## src/common/hall_cfg_pkg.sv

```systemverilog
// shared constants and types for the sensor mode and channel configuration
package hall_cfg_pkg;

    // register offsets and reset values
    localparam logic [7:0] OPCTL_ADDR      = 8'h01;
    localparam logic [7:0] CHSEL_ADDR      = 8'h02;
    localparam logic [7:0] OPCTL_RESET     = 8'h00;
    localparam logic [7:0] CHSEL_RESET     = 8'h00;
    localparam logic [7:0] UNMAPPED_RDATA  = 8'h00;

    // operation_control field positions
    localparam int HYST_MSB       = 7;
    localparam int HYST_LSB       = 5;
    localparam int PWR_NOISE_BIT  = 4;
    localparam int GLITCH_BIT     = 3;
    localparam int TRIG_SRC_BIT   = 2;
    localparam int MODE_MSB       = 1;
    localparam int MODE_LSB       = 0;

    // channel_and_sleep_select field positions
    localparam int CHAN_MSB       = 7;
    localparam int CHAN_LSB       = 4;
    localparam int SLEEP_MSB      = 3;
    localparam int SLEEP_LSB      = 0;

    // timing
    localparam int CLK_PERIOD_NS  = 10;
    localparam int MS_NS          = 1000000;
    localparam int CYC_PER_MS     = MS_NS / CLK_PERIOD_NS;
    localparam int SLEEP_CODES    = 13;

    typedef enum logic [1:0] {
        MODE_STANDBY = 2'b00,
        MODE_SLEEP   = 2'b01,
        MODE_CONT    = 2'b10,
        MODE_WAKE    = 2'b11
    } op_mode_t;

    typedef enum logic [1:0] {
        SEQ_XYX = 2'b00,
        SEQ_YXY = 2'b01,
        SEQ_YZY = 2'b10,
        SEQ_XZX = 2'b11
    } axis_seq_t;

    // configuration handed to the analog front end and converter
    typedef struct packed {
        logic [8:0]  hyst_lsb;      // hysteresis in 12-bit lsb
        logic        low_noise;
        logic        glitch_bypass;
        logic [2:0]  axis_mask;     // x, y, z in bits 0..2
        logic        seq_en;
        axis_seq_t   seq;
        logic        diag_pos;
        logic        diag_neg;
        logic        check_resist;  // hall resistance plus adc check
        logic        check_offset;  // hall offset plus front-end check
    } sensor_cfg_t;

    // sleep interval in ms per code; codes above 12 use the last entry
    function automatic logic [14:0] sleep_ms(input logic [3:0] code);
        logic [14:0] ms;
        ms = 15'd20000;
        case (code)
            4'h0: ms = 15'd1;
            4'h1: ms = 15'd5;
            4'h2: ms = 15'd10;
            4'h3: ms = 15'd15;
            4'h4: ms = 15'd20;
            4'h5: ms = 15'd30;
            4'h6: ms = 15'd50;
            4'h7: ms = 15'd100;
            4'h8: ms = 15'd500;
            4'h9: ms = 15'd1000;
            4'ha: ms = 15'd2000;
            4'hb: ms = 15'd5000;
            default: ms = 15'd20000;
        endcase
        return ms;
    endfunction

endpackage

```

## src/rtl/hall_mode_channel_ctrl.sv

```systemverilog
// operating mode, trigger and channel configuration of the 3-axis sensor
//
// Overview of operation
// - hysteresis code n gives 2^(n+1) lsb
// - bit 4 picks low current or low noise
// - bit 3 set bypasses bus glitch filter
// - bit 2 picks command or pin trigger
// - one accepted trigger launches one conversion
// - running conversion finishes before new trigger
// - one surplus trigger is held while busy, further ones dropped
// - trigger source matters only in triggered modes
// - mode field: standby, sleep, continuous, wake-sleep
// - standby idles until a trigger event
// - leaving wake-sleep on wake_exit rewrites mode field to standby, unless a same-cycle host write wins
// - channel codes 1 to 7 are axis masks
// - channel code 0 disables all, reset default
// - codes 8 to 11 run three-sample sequences
// - codes 12, 13 add positive, negative diagnostic
// - codes 14, 15 run the self checks
// - sleep interval used only in wake-sleep mode
// - sleep codes 0 to 12 map to ms table
`timescale 1ns/1ps
`default_nettype none
module hall_mode_channel_ctrl
    import hall_cfg_pkg::*;
#(
    parameter int unsigned CYC_MS = CYC_PER_MS
) (
    input  wire logic        clock,        // system clock, 100 MHz
    input  wire logic        reset,        // synchronous, active high
    input  wire logic        reg_wr_en,    // register write strobe
    input  wire logic        reg_rd_en,    // register read strobe
    input  wire logic [7:0]  reg_addr,     // register offset
    input  wire logic [7:0]  reg_wdata,    // write data
    output logic [7:0]       reg_rdata,    // read data, one cycle later
    input  wire logic        cmd_trigger,  // trigger bit seen in a bus frame
    input  wire logic        int_pin_in,   // interrupt pin level, async
    input  wire logic        wake_exit,    // wake-sleep event ends duty cycle
    input  wire logic        conv_done,    // converter finished a conversion
    output logic             conv_start,   // one-cycle conversion launch
    output logic             conv_busy,    // conversion in progress
    output logic [1:0]       mode_out,     // current operating mode
    output logic             sleeping,     // low-power wait in progress
    output sensor_cfg_t      sensor_cfg    // decoded front-end setup
);

    typedef enum logic [1:0] {
        ST_IDLE    = 2'b00,
        ST_CONVERT = 2'b01,
        ST_SLEEP   = 2'b10
    } seq_state_t;

    // channel code decode, used for the live config output
    function automatic sensor_cfg_t decode_cfg(input logic [7:0] opctl,
                                               input logic [7:0] chsel);
        sensor_cfg_t c;
        logic [3:0]  ch;
        c  = '0;
        ch = chsel[CHAN_MSB:CHAN_LSB];
        c.hyst_lsb      = 9'h002 << opctl[HYST_MSB:HYST_LSB];
        c.low_noise     = opctl[PWR_NOISE_BIT];
        c.glitch_bypass = opctl[GLITCH_BIT];
        if (!ch[3]) begin
            c.axis_mask = ch[2:0];
        end else begin
            unique case (ch[2:1])
                2'b00, 2'b01: begin
                    c.seq_en = 1'b1;
                    c.seq    = axis_seq_t'(ch[1:0]);
                    unique case (ch[1:0])
                        2'b00: c.axis_mask = 3'h3;
                        2'b01: c.axis_mask = 3'h3;
                        2'b10: c.axis_mask = 3'h6;
                        2'b11: c.axis_mask = 3'h5;
                    endcase
                end
                2'b10: begin
                    c.axis_mask = 3'h7;
                    c.diag_pos  = !ch[0];
                    c.diag_neg  = ch[0];
                end
                2'b11: begin
                    c.check_resist = !ch[0];
                    c.check_offset = ch[0];
                end
            endcase
        end
        return c;
    endfunction

    logic [7:0]  opctl_r;
    logic [7:0]  chsel_r;
    logic [7:0]  opctl_nxt;
    seq_state_t  state_r;
    seq_state_t  state_nxt;
    logic        pending_r;
    logic        pending_nxt;
    logic        pin_meta_r;
    logic        pin_sync_r;
    logic        pin_prev_r;
    logic        sleep_go_r;
    logic        sleep_expired;

    // ---------------- register access ----------------
    wire hit_opctl = reg_addr == OPCTL_ADDR;
    wire hit_chsel = reg_addr == CHSEL_ADDR;
    wire wr_opctl  = reg_wr_en && hit_opctl;
    wire wr_chsel  = reg_wr_en && hit_chsel;

    wire [7:0] rd_mux = hit_opctl ? opctl_r :
                        hit_chsel ? chsel_r : UNMAPPED_RDATA;

    wire op_mode_t mode     = op_mode_t'(opctl_r[MODE_MSB:MODE_LSB]);
    wire           pin_src  = opctl_r[TRIG_SRC_BIT];
    wire [3:0]     sleep_cd = chsel_r[SLEEP_MSB:SLEEP_LSB];

    // hardware leaves wake-sleep for standby; a host write that lands in
    // the same cycle wins so software is never overridden silently
    wire hw_to_standby = (mode == MODE_WAKE) && wake_exit;

    always_comb begin
        opctl_nxt = opctl_r;
        if (wr_opctl) begin
            opctl_nxt = reg_wdata;
        end else if (hw_to_standby) begin
            opctl_nxt[MODE_MSB:MODE_LSB] = MODE_STANDBY;
        end
    end

    always_ff @(posedge clock) begin
        if (reset) begin
            opctl_r <= OPCTL_RESET;
            chsel_r <= CHSEL_RESET;
        end else begin
            opctl_r <= opctl_nxt;
            if (wr_chsel) begin
                chsel_r <= reg_wdata;
            end
        end
    end

    always_ff @(posedge clock) begin
        if (reset) begin
            reg_rdata <= 8'h00;
        end else if (reg_rd_en) begin
            reg_rdata <= rd_mux;
        end
    end

    // ---------------- trigger sources ----------------
    // pin passes two flops before the edge detector looks at it
    always_ff @(posedge clock) begin
        if (reset) begin
            pin_meta_r <= 1'b0;
            pin_sync_r <= 1'b0;
            pin_prev_r <= 1'b0;
        end else begin
            pin_meta_r <= int_pin_in;
            pin_sync_r <= pin_meta_r;
            pin_prev_r <= pin_sync_r;
        end
    end

    wire pin_rise = pin_sync_r && !pin_prev_r;
    wire trig_raw = pin_src ? pin_rise : cmd_trigger;
    // only standby starts conversions on a trigger
    wire trig_evt = (mode == MODE_STANDBY) && trig_raw;

    // ---------------- conversion sequencer ----------------
    wire self_run = (mode == MODE_CONT) || (mode == MODE_WAKE);
    // a held trigger only counts while still in standby, so a mode
    // change between conv_done and relaunch cannot start a conversion
    wire launch   = (state_r == ST_IDLE) &&
                    (self_run || trig_evt ||
                     (pending_r && mode == MODE_STANDBY));

    always_comb begin
        state_nxt = state_r;
        unique case (state_r)
            ST_IDLE: begin
                if (launch) begin
                    state_nxt = ST_CONVERT;
                end
            end
            ST_CONVERT: begin
                if (conv_done) begin
                    // wake-sleep rests between conversions
                    state_nxt = (mode == MODE_WAKE) ? ST_SLEEP : ST_IDLE;
                end
            end
            ST_SLEEP: begin
                if (mode != MODE_WAKE || sleep_expired) begin
                    state_nxt = ST_IDLE;
                end
            end
            default: state_nxt = ST_IDLE;
        endcase
    end

    // at most one trigger is held while converting; more are dropped
    always_comb begin
        pending_nxt = pending_r;
        if (mode != MODE_STANDBY || launch) begin
            pending_nxt = 1'b0;
        end
        if (trig_evt && state_r != ST_IDLE) begin
            pending_nxt = 1'b1;
        end
    end

    always_ff @(posedge clock) begin
        if (reset) begin
            state_r    <= ST_IDLE;
            pending_r  <= 1'b0;
            conv_start <= 1'b0;
            conv_busy  <= 1'b0;
            sleep_go_r <= 1'b0;
        end else begin
            state_r    <= state_nxt;
            pending_r  <= pending_nxt;
            conv_start <= launch;
            conv_busy  <= state_nxt == ST_CONVERT;
            sleep_go_r <= state_r == ST_CONVERT && state_nxt == ST_SLEEP;
        end
    end

    // ---------------- sleep interval ----------------
    // interval code is sampled at sleep entry; a rewrite mid-sleep
    // applies to the next rest, which keeps the timer simple
    sleep_interval_timer #(
        .CYC_MS (CYC_MS)
    ) u_sleep_timer (
        .clock   (clock),
        .reset   (reset),
        .start   (sleep_go_r),
        .abort   (mode != MODE_WAKE),
        .code    (sleep_cd),
        .expired (sleep_expired)
    );

    // ---------------- outputs ----------------
    always_ff @(posedge clock) begin
        if (reset) begin
            mode_out   <= MODE_STANDBY;
            sleeping   <= 1'b0;
            sensor_cfg <= '0;
        end else begin
            mode_out   <= opctl_nxt[MODE_MSB:MODE_LSB];
            sleeping   <= state_nxt == ST_SLEEP;
            // configuration follows the registers live, so a write
            // during a conversion changes the setup it runs with
            sensor_cfg <= decode_cfg(opctl_nxt, chsel_r);
        end
    end

endmodule
`default_nettype wire

```

## src/rtl/sleep_interval_timer.sv

```systemverilog
// millisecond interval timer for the duty-cycled wake and sleep mode
`timescale 1ns/1ps
`default_nettype none
module sleep_interval_timer
    import hall_cfg_pkg::*;
#(
    parameter int unsigned CYC_MS = CYC_PER_MS
) (
    input  wire logic        clock,     // system clock
    input  wire logic        reset,     // synchronous, active high
    input  wire logic        start,     // load interval and run
    input  wire logic        abort,     // stop without expiry
    input  wire logic [3:0]  code,      // sleep interval code
    output logic             expired    // one-cycle pulse at interval end
);

    logic [31:0] div_r;
    logic [14:0] ms_left_r;
    logic        run_r;
    wire         ms_tick = run_r && (div_r == CYC_MS - 1);
    wire         last_ms = ms_left_r == 15'd1;

    // divider restarts on each start so the first ms is whole
    always_ff @(posedge clock) begin
        if (reset || start || !run_r || ms_tick) begin
            div_r <= 32'h0000_0000;
        end else begin
            div_r <= div_r + 32'h0000_0001;
        end
    end

    always_ff @(posedge clock) begin
        if (reset || abort) begin
            run_r     <= 1'b0;
            ms_left_r <= 15'h0000;
            expired   <= 1'b0;
        end else if (start) begin
            run_r     <= 1'b1;
            ms_left_r <= sleep_ms(code);
            expired   <= 1'b0;
        end else begin
            expired <= ms_tick && last_ms;
            if (ms_tick) begin
                ms_left_r <= ms_left_r - 15'd1;
                run_r     <= !last_ms;
            end
        end
    end

endmodule
`default_nettype wire

```

## config.mk

```make
export PLATFORM = sky130hd
export DESIGN_NAME = hall_mode_channel_ctrl
export DESIGN_NICKNAME = d
export VERILOG_FILES = /design/src/common/hall_cfg_pkg.sv /design/src/rtl/hall_mode_channel_ctrl.sv /design/src/rtl/sleep_interval_timer.sv
export SDC_FILE = /design/constraint.sdc
export NUM_CORES = 1
export LEC_CHECK = 0
export CORE_MARGIN = 5
export CORE_UTILIZATION = 35
export CTS_CLUSTER_DIAMETER = 150
export DETAILED_ROUTE_END_ITERATION = 8
export DONT_BUFFER_PORTS = 1
export SYNTH_ARGS = -nofsm -noshare
export SYNTH_HDL_FRONTEND = slang
export SYNTH_HIERARCHICAL = 1
export SYNTH_SLANG_ARGS = --single-unit
```

## constraint.sdc

```tcl
create_clock -name clock -period 2.8 [get_ports clock]
set_input_delay 0.14 -clock clock [delete_from_list [all_inputs] [get_ports clock]]
set_output_delay 0.14 -clock clock [all_outputs]
set_load 0.02 [all_outputs]
```

==> out/qor.csv <==
stage;metric;value;unit
clock_network;Clock H-tree levels;3;
run_status;status;completed;
global_routing;first-pass GRT wire length;17500;µm
global_routing;vias in the first global route;3517;
setup_path;FF-to-FF path depth;7;
final_layout;diodes inserted;0;
die;Die ar.;16000;µm²
sta;Tcrit/Tclk final;85.9;%
sta;maximum clock rate;0.416;GHz
route;drt first-iter violations;264;
setup_path;CP cell instances;ha_1 -> and4_1 -> nand4_1 -> or3_2 -> nand3_1 -> buf_4 -> nor2_1;
final_layout;layout cells sized above 1;9.68;%
route;final wirelength;10400;µm
clock_network;Post CTS Setup Buffer Count;0;
clock_network;Root Driver;clkbuf_16;
setup_path;Worst Path Buf+Inv;1;
final_layout;Final nets;555;
global_routing;met2 Usage GRT;20.7;%
min_path;WHS Endpoint;reg_rdata[5];
die;core area;13200;µm²
synthesis;yosys warns;6;
synthesis;Netlist cell types;63;
power;Power per Cell Area;535;nW/µm²
sta;skew final;11.2;ps
route;DR WL/cell;14.8;µm
route;vias per cell;5.19;
power;Max IR drop VDD;0.271;mV
global_routing;global-route usage over all layers;13.2;%
die;num ports;58;
clock_network;Clock Tree Buf Depth;2;
clock_network;post_cts resized;0;
global_routing;M3 GR Usage;3.45;%
synthesis;ys flop type;dfxtp_1;
setup_path;crit path max fanout;32;
route;DRT antenna net count;0;
global_routing;routing usage on met1;17.4;%
die;Die X;126;µm
final_layout;Final Cell Area;5280;µm²
global_routing;initial antenna violation count;0;
setup_path;Crit path max-delay family;simple AND/OR/NAND/NOR gates;
synthesis;Post-synth EDFFs;0;
setup_path;worst reg2reg endpoint;u_sleep_timer/div_r[13];
clock_network;clock buffer count from CTS;9;
synthesis;Cell Area, Synth;4740;µm²
run;maxcap violations;0;
synthesis;Seq/Total Area, Yosys;42.6;%
die;starting density of the core;35.8;%
clock_network;CTS tree;yes;
clock_network;Clock Pin Slew Worst Setup and Hold Paths;70;ps
synthesis;top post-synthesis cells by area;dfxtp_1 (43%), nor2_1 (6.5%), mux2i_1 (5.3%), xor2_1 (3.5%), nand2_1 (2.8%);
die;Rows;42;
placement;placed inst area;4830;µm²
placement;Final Wtd Congestion;0.827;
setup_path;R2R setup slack;400;ps
sta;unrepaired setup endpoints after global routing;no;
min_path;worst hold start;reg_rd_en;
global_routing;largest net degree at the start of global routing;48;
clock_network;hold_buf cts;13;
global_routing;gr ovfl total;0;
clock_network;clock sinks;101;
sta;Slew Limit Fails;0;
setup_path;Worst setup EP type;flip-flop;
placement;DP Wirelength;7330;µm
setup_path;CP max stage delay;650;ps
synthesis;#FFs+latches synth;101;
route;Vias;3649;
synthesis;ys async rst share;0;%
setup_path;Worst path slowest cell;or3_2;
final_layout;final core utilization;39.9;%
sta;minimum clock period;2400;ps
sta;worst slew pin tran;712;ps
setup_path;Arr. time, crit path;2620;ps
sta;relative slew slack;52.1;%
synthesis;syn nets;560;
power;Tot Pwr;2.82;mW
setup_path;reg2reg start;u_sleep_timer/div_r[0];
route;DRC;0;
placement;I/O Buffers;0;
route;drt pass-1 iters;5;
setup_path;crit path launch type;flip-flop;
synthesis;Synth top area share;42.6;%
power;Leakage Power;1.88;nW
sta;final setup fails;0;
die;Die Y;126;µm
final_layout;Area Growth Syn to Fin;11.3;%
sta;Hold Fails Final Rpt;0;
sta;WHS;10.6;ps
synthesis;Syn Inst Count;527;
sta;setup TNS;0;ps
min_path;worst min path class;in -> reg;
synthesis;largest area contributor in the netlist;dfxtp_1;
setup_path;Crit Path Class;reg -> reg;
min_path;Cells on Worst Hold Path;2;
global_routing;gr busiest metal;met2;
setup_path;CP required;3020;ps
synthesis;average size of a mapped cell;9.00;µm²
clock_network;Clock Latency Late Sink;350;ps
## cell usage after synthesis (all sizes together), types with 6 or more instances
cell type    n
dfxtp      101
nor2        82
nand2       35
mux2i       26
clkbuf      22
nand3       20
nor3        20
xor2        19
nor4        17
xnor2       14
inv         13
nand4       12
buf         11
a21oi       10
nor2b       10
o21ai       10
a22oi        9
ha           9
a211oi       8
or3          8
or4          8
and3         6
nand2b       6
## through the flow
stage / setup WS, ps / instances
finish: 396 / 703
global route: 108 / 703
CTS: 379 / 703
detailed placement: 397 / 674
global placement: 454 / 674
floorplan: 570 / 527
## report_power, final
group	internal (mW)	leakage [nW]	switching [mW]	total (mW)
registers	1.45	0.816	0.0201	1.47
logic	0.0315	0.906	0.0340	0.0655
clock network	0.749	0.155	0.538	1.29
total	2.23	1.88	0.593	2.82
## worst reg2reg max path: cells and delay by family (launching register included)
kind                       cells  cell delay, ps
and+or+nand+nor                5            1360
adders and majority gates      1             240
DFF                            1             370
buffers and inverters          1             320
## layout by cell type, fill, tap and decap left out, types with 4 or more instances in the layout
cell and n:
buf_4 4, nand2_1 35, a21oi_1 10, and3_1 4, mux2i_1 25, nor2b_1 10
nor3b_2 4, nor2_1 82, a22oi_1 9, a211oi_2 8, dfxtp_1 101, o31ai_1 4
nand4_1 10, nor4_1 14, nor3_1 19, a31oi_1 5, or3_1 7, dlygate4sd3_1 12
xor2_1 19, nand2b_1 6, nand3_1 19, ha_1 9, o21ai_0 10, clkbuf_16 9
or4_1 8, inv_1 13, xnor2_1 14
## cell families after synthesis
logic type	Yosys count	share of synthesized area (%)
buf+inv	46	4.54
compound gates	64	10.1
simple gates	246	28.2
fa+ha+maj	9	2.37
xor+xnor	33	6.10
flops	101	42.6
other cells	1	0.0791
mux	27	5.99
## sequential cells by signal, indices dropped and copies added, names as in the netlist
register and flops:
sleep_go_r 1, pin_prev_r 1, chsel_r 8, u_sleep_timer/ms_left_r 15
state_r 2, u_sleep_timer/div_r 32, u_sleep_timer/expired 1, conv_start 1
opctl_r 8, pin_meta_r 1, sensor_cfg 18, pin_sync_r 1
pending_r 1, reg_rdata 8, u_sleep_timer/run_r 1, conv_busy 1
sleeping 1
## area by class of cell
type / instances / area (µm²)
well taps: 176 / 220
flip-flops and latches: 101 / 2020
fillers: 1345 / 7970
clock inverters: 4 / 55.1
multi-input cells: 380 / 2500
repair buffers: 17 / 170
inverters: 13 / 48.8
clock buffers: 12 / 256
## how the worst max path moves through the flow
stage                           startpoint                     endpoint  slack [ps]  cells after the start
finish              u_sleep_timer/div_r[0]      u_sleep_timer/div_r[13]         400                      7
global route        u_sleep_timer/div_r[0]  u_sleep_timer/ms_left_r[12]         110                      6
CTS                 u_sleep_timer/div_r[0]      u_sleep_timer/div_r[13]         380                      7
detailed placement  u_sleep_timer/div_r[0]      u_sleep_timer/div_r[25]         400                      7
global placement    u_sleep_timer/div_r[0]      u_sleep_timer/div_r[21]         450                      7
floorplan           u_sleep_timer/div_r[0]  u_sleep_timer/ms_left_r[12]         570                      7
## metal layers
metal / vias to the layer above / routed length (µm)
met5: - / 0
met4: 0 / 164
met3: 13 / 476
met2: 53 / 4810
met1: 1752 / 4960
li1: 1831 / -
Power figures use the tool's default switching activity.
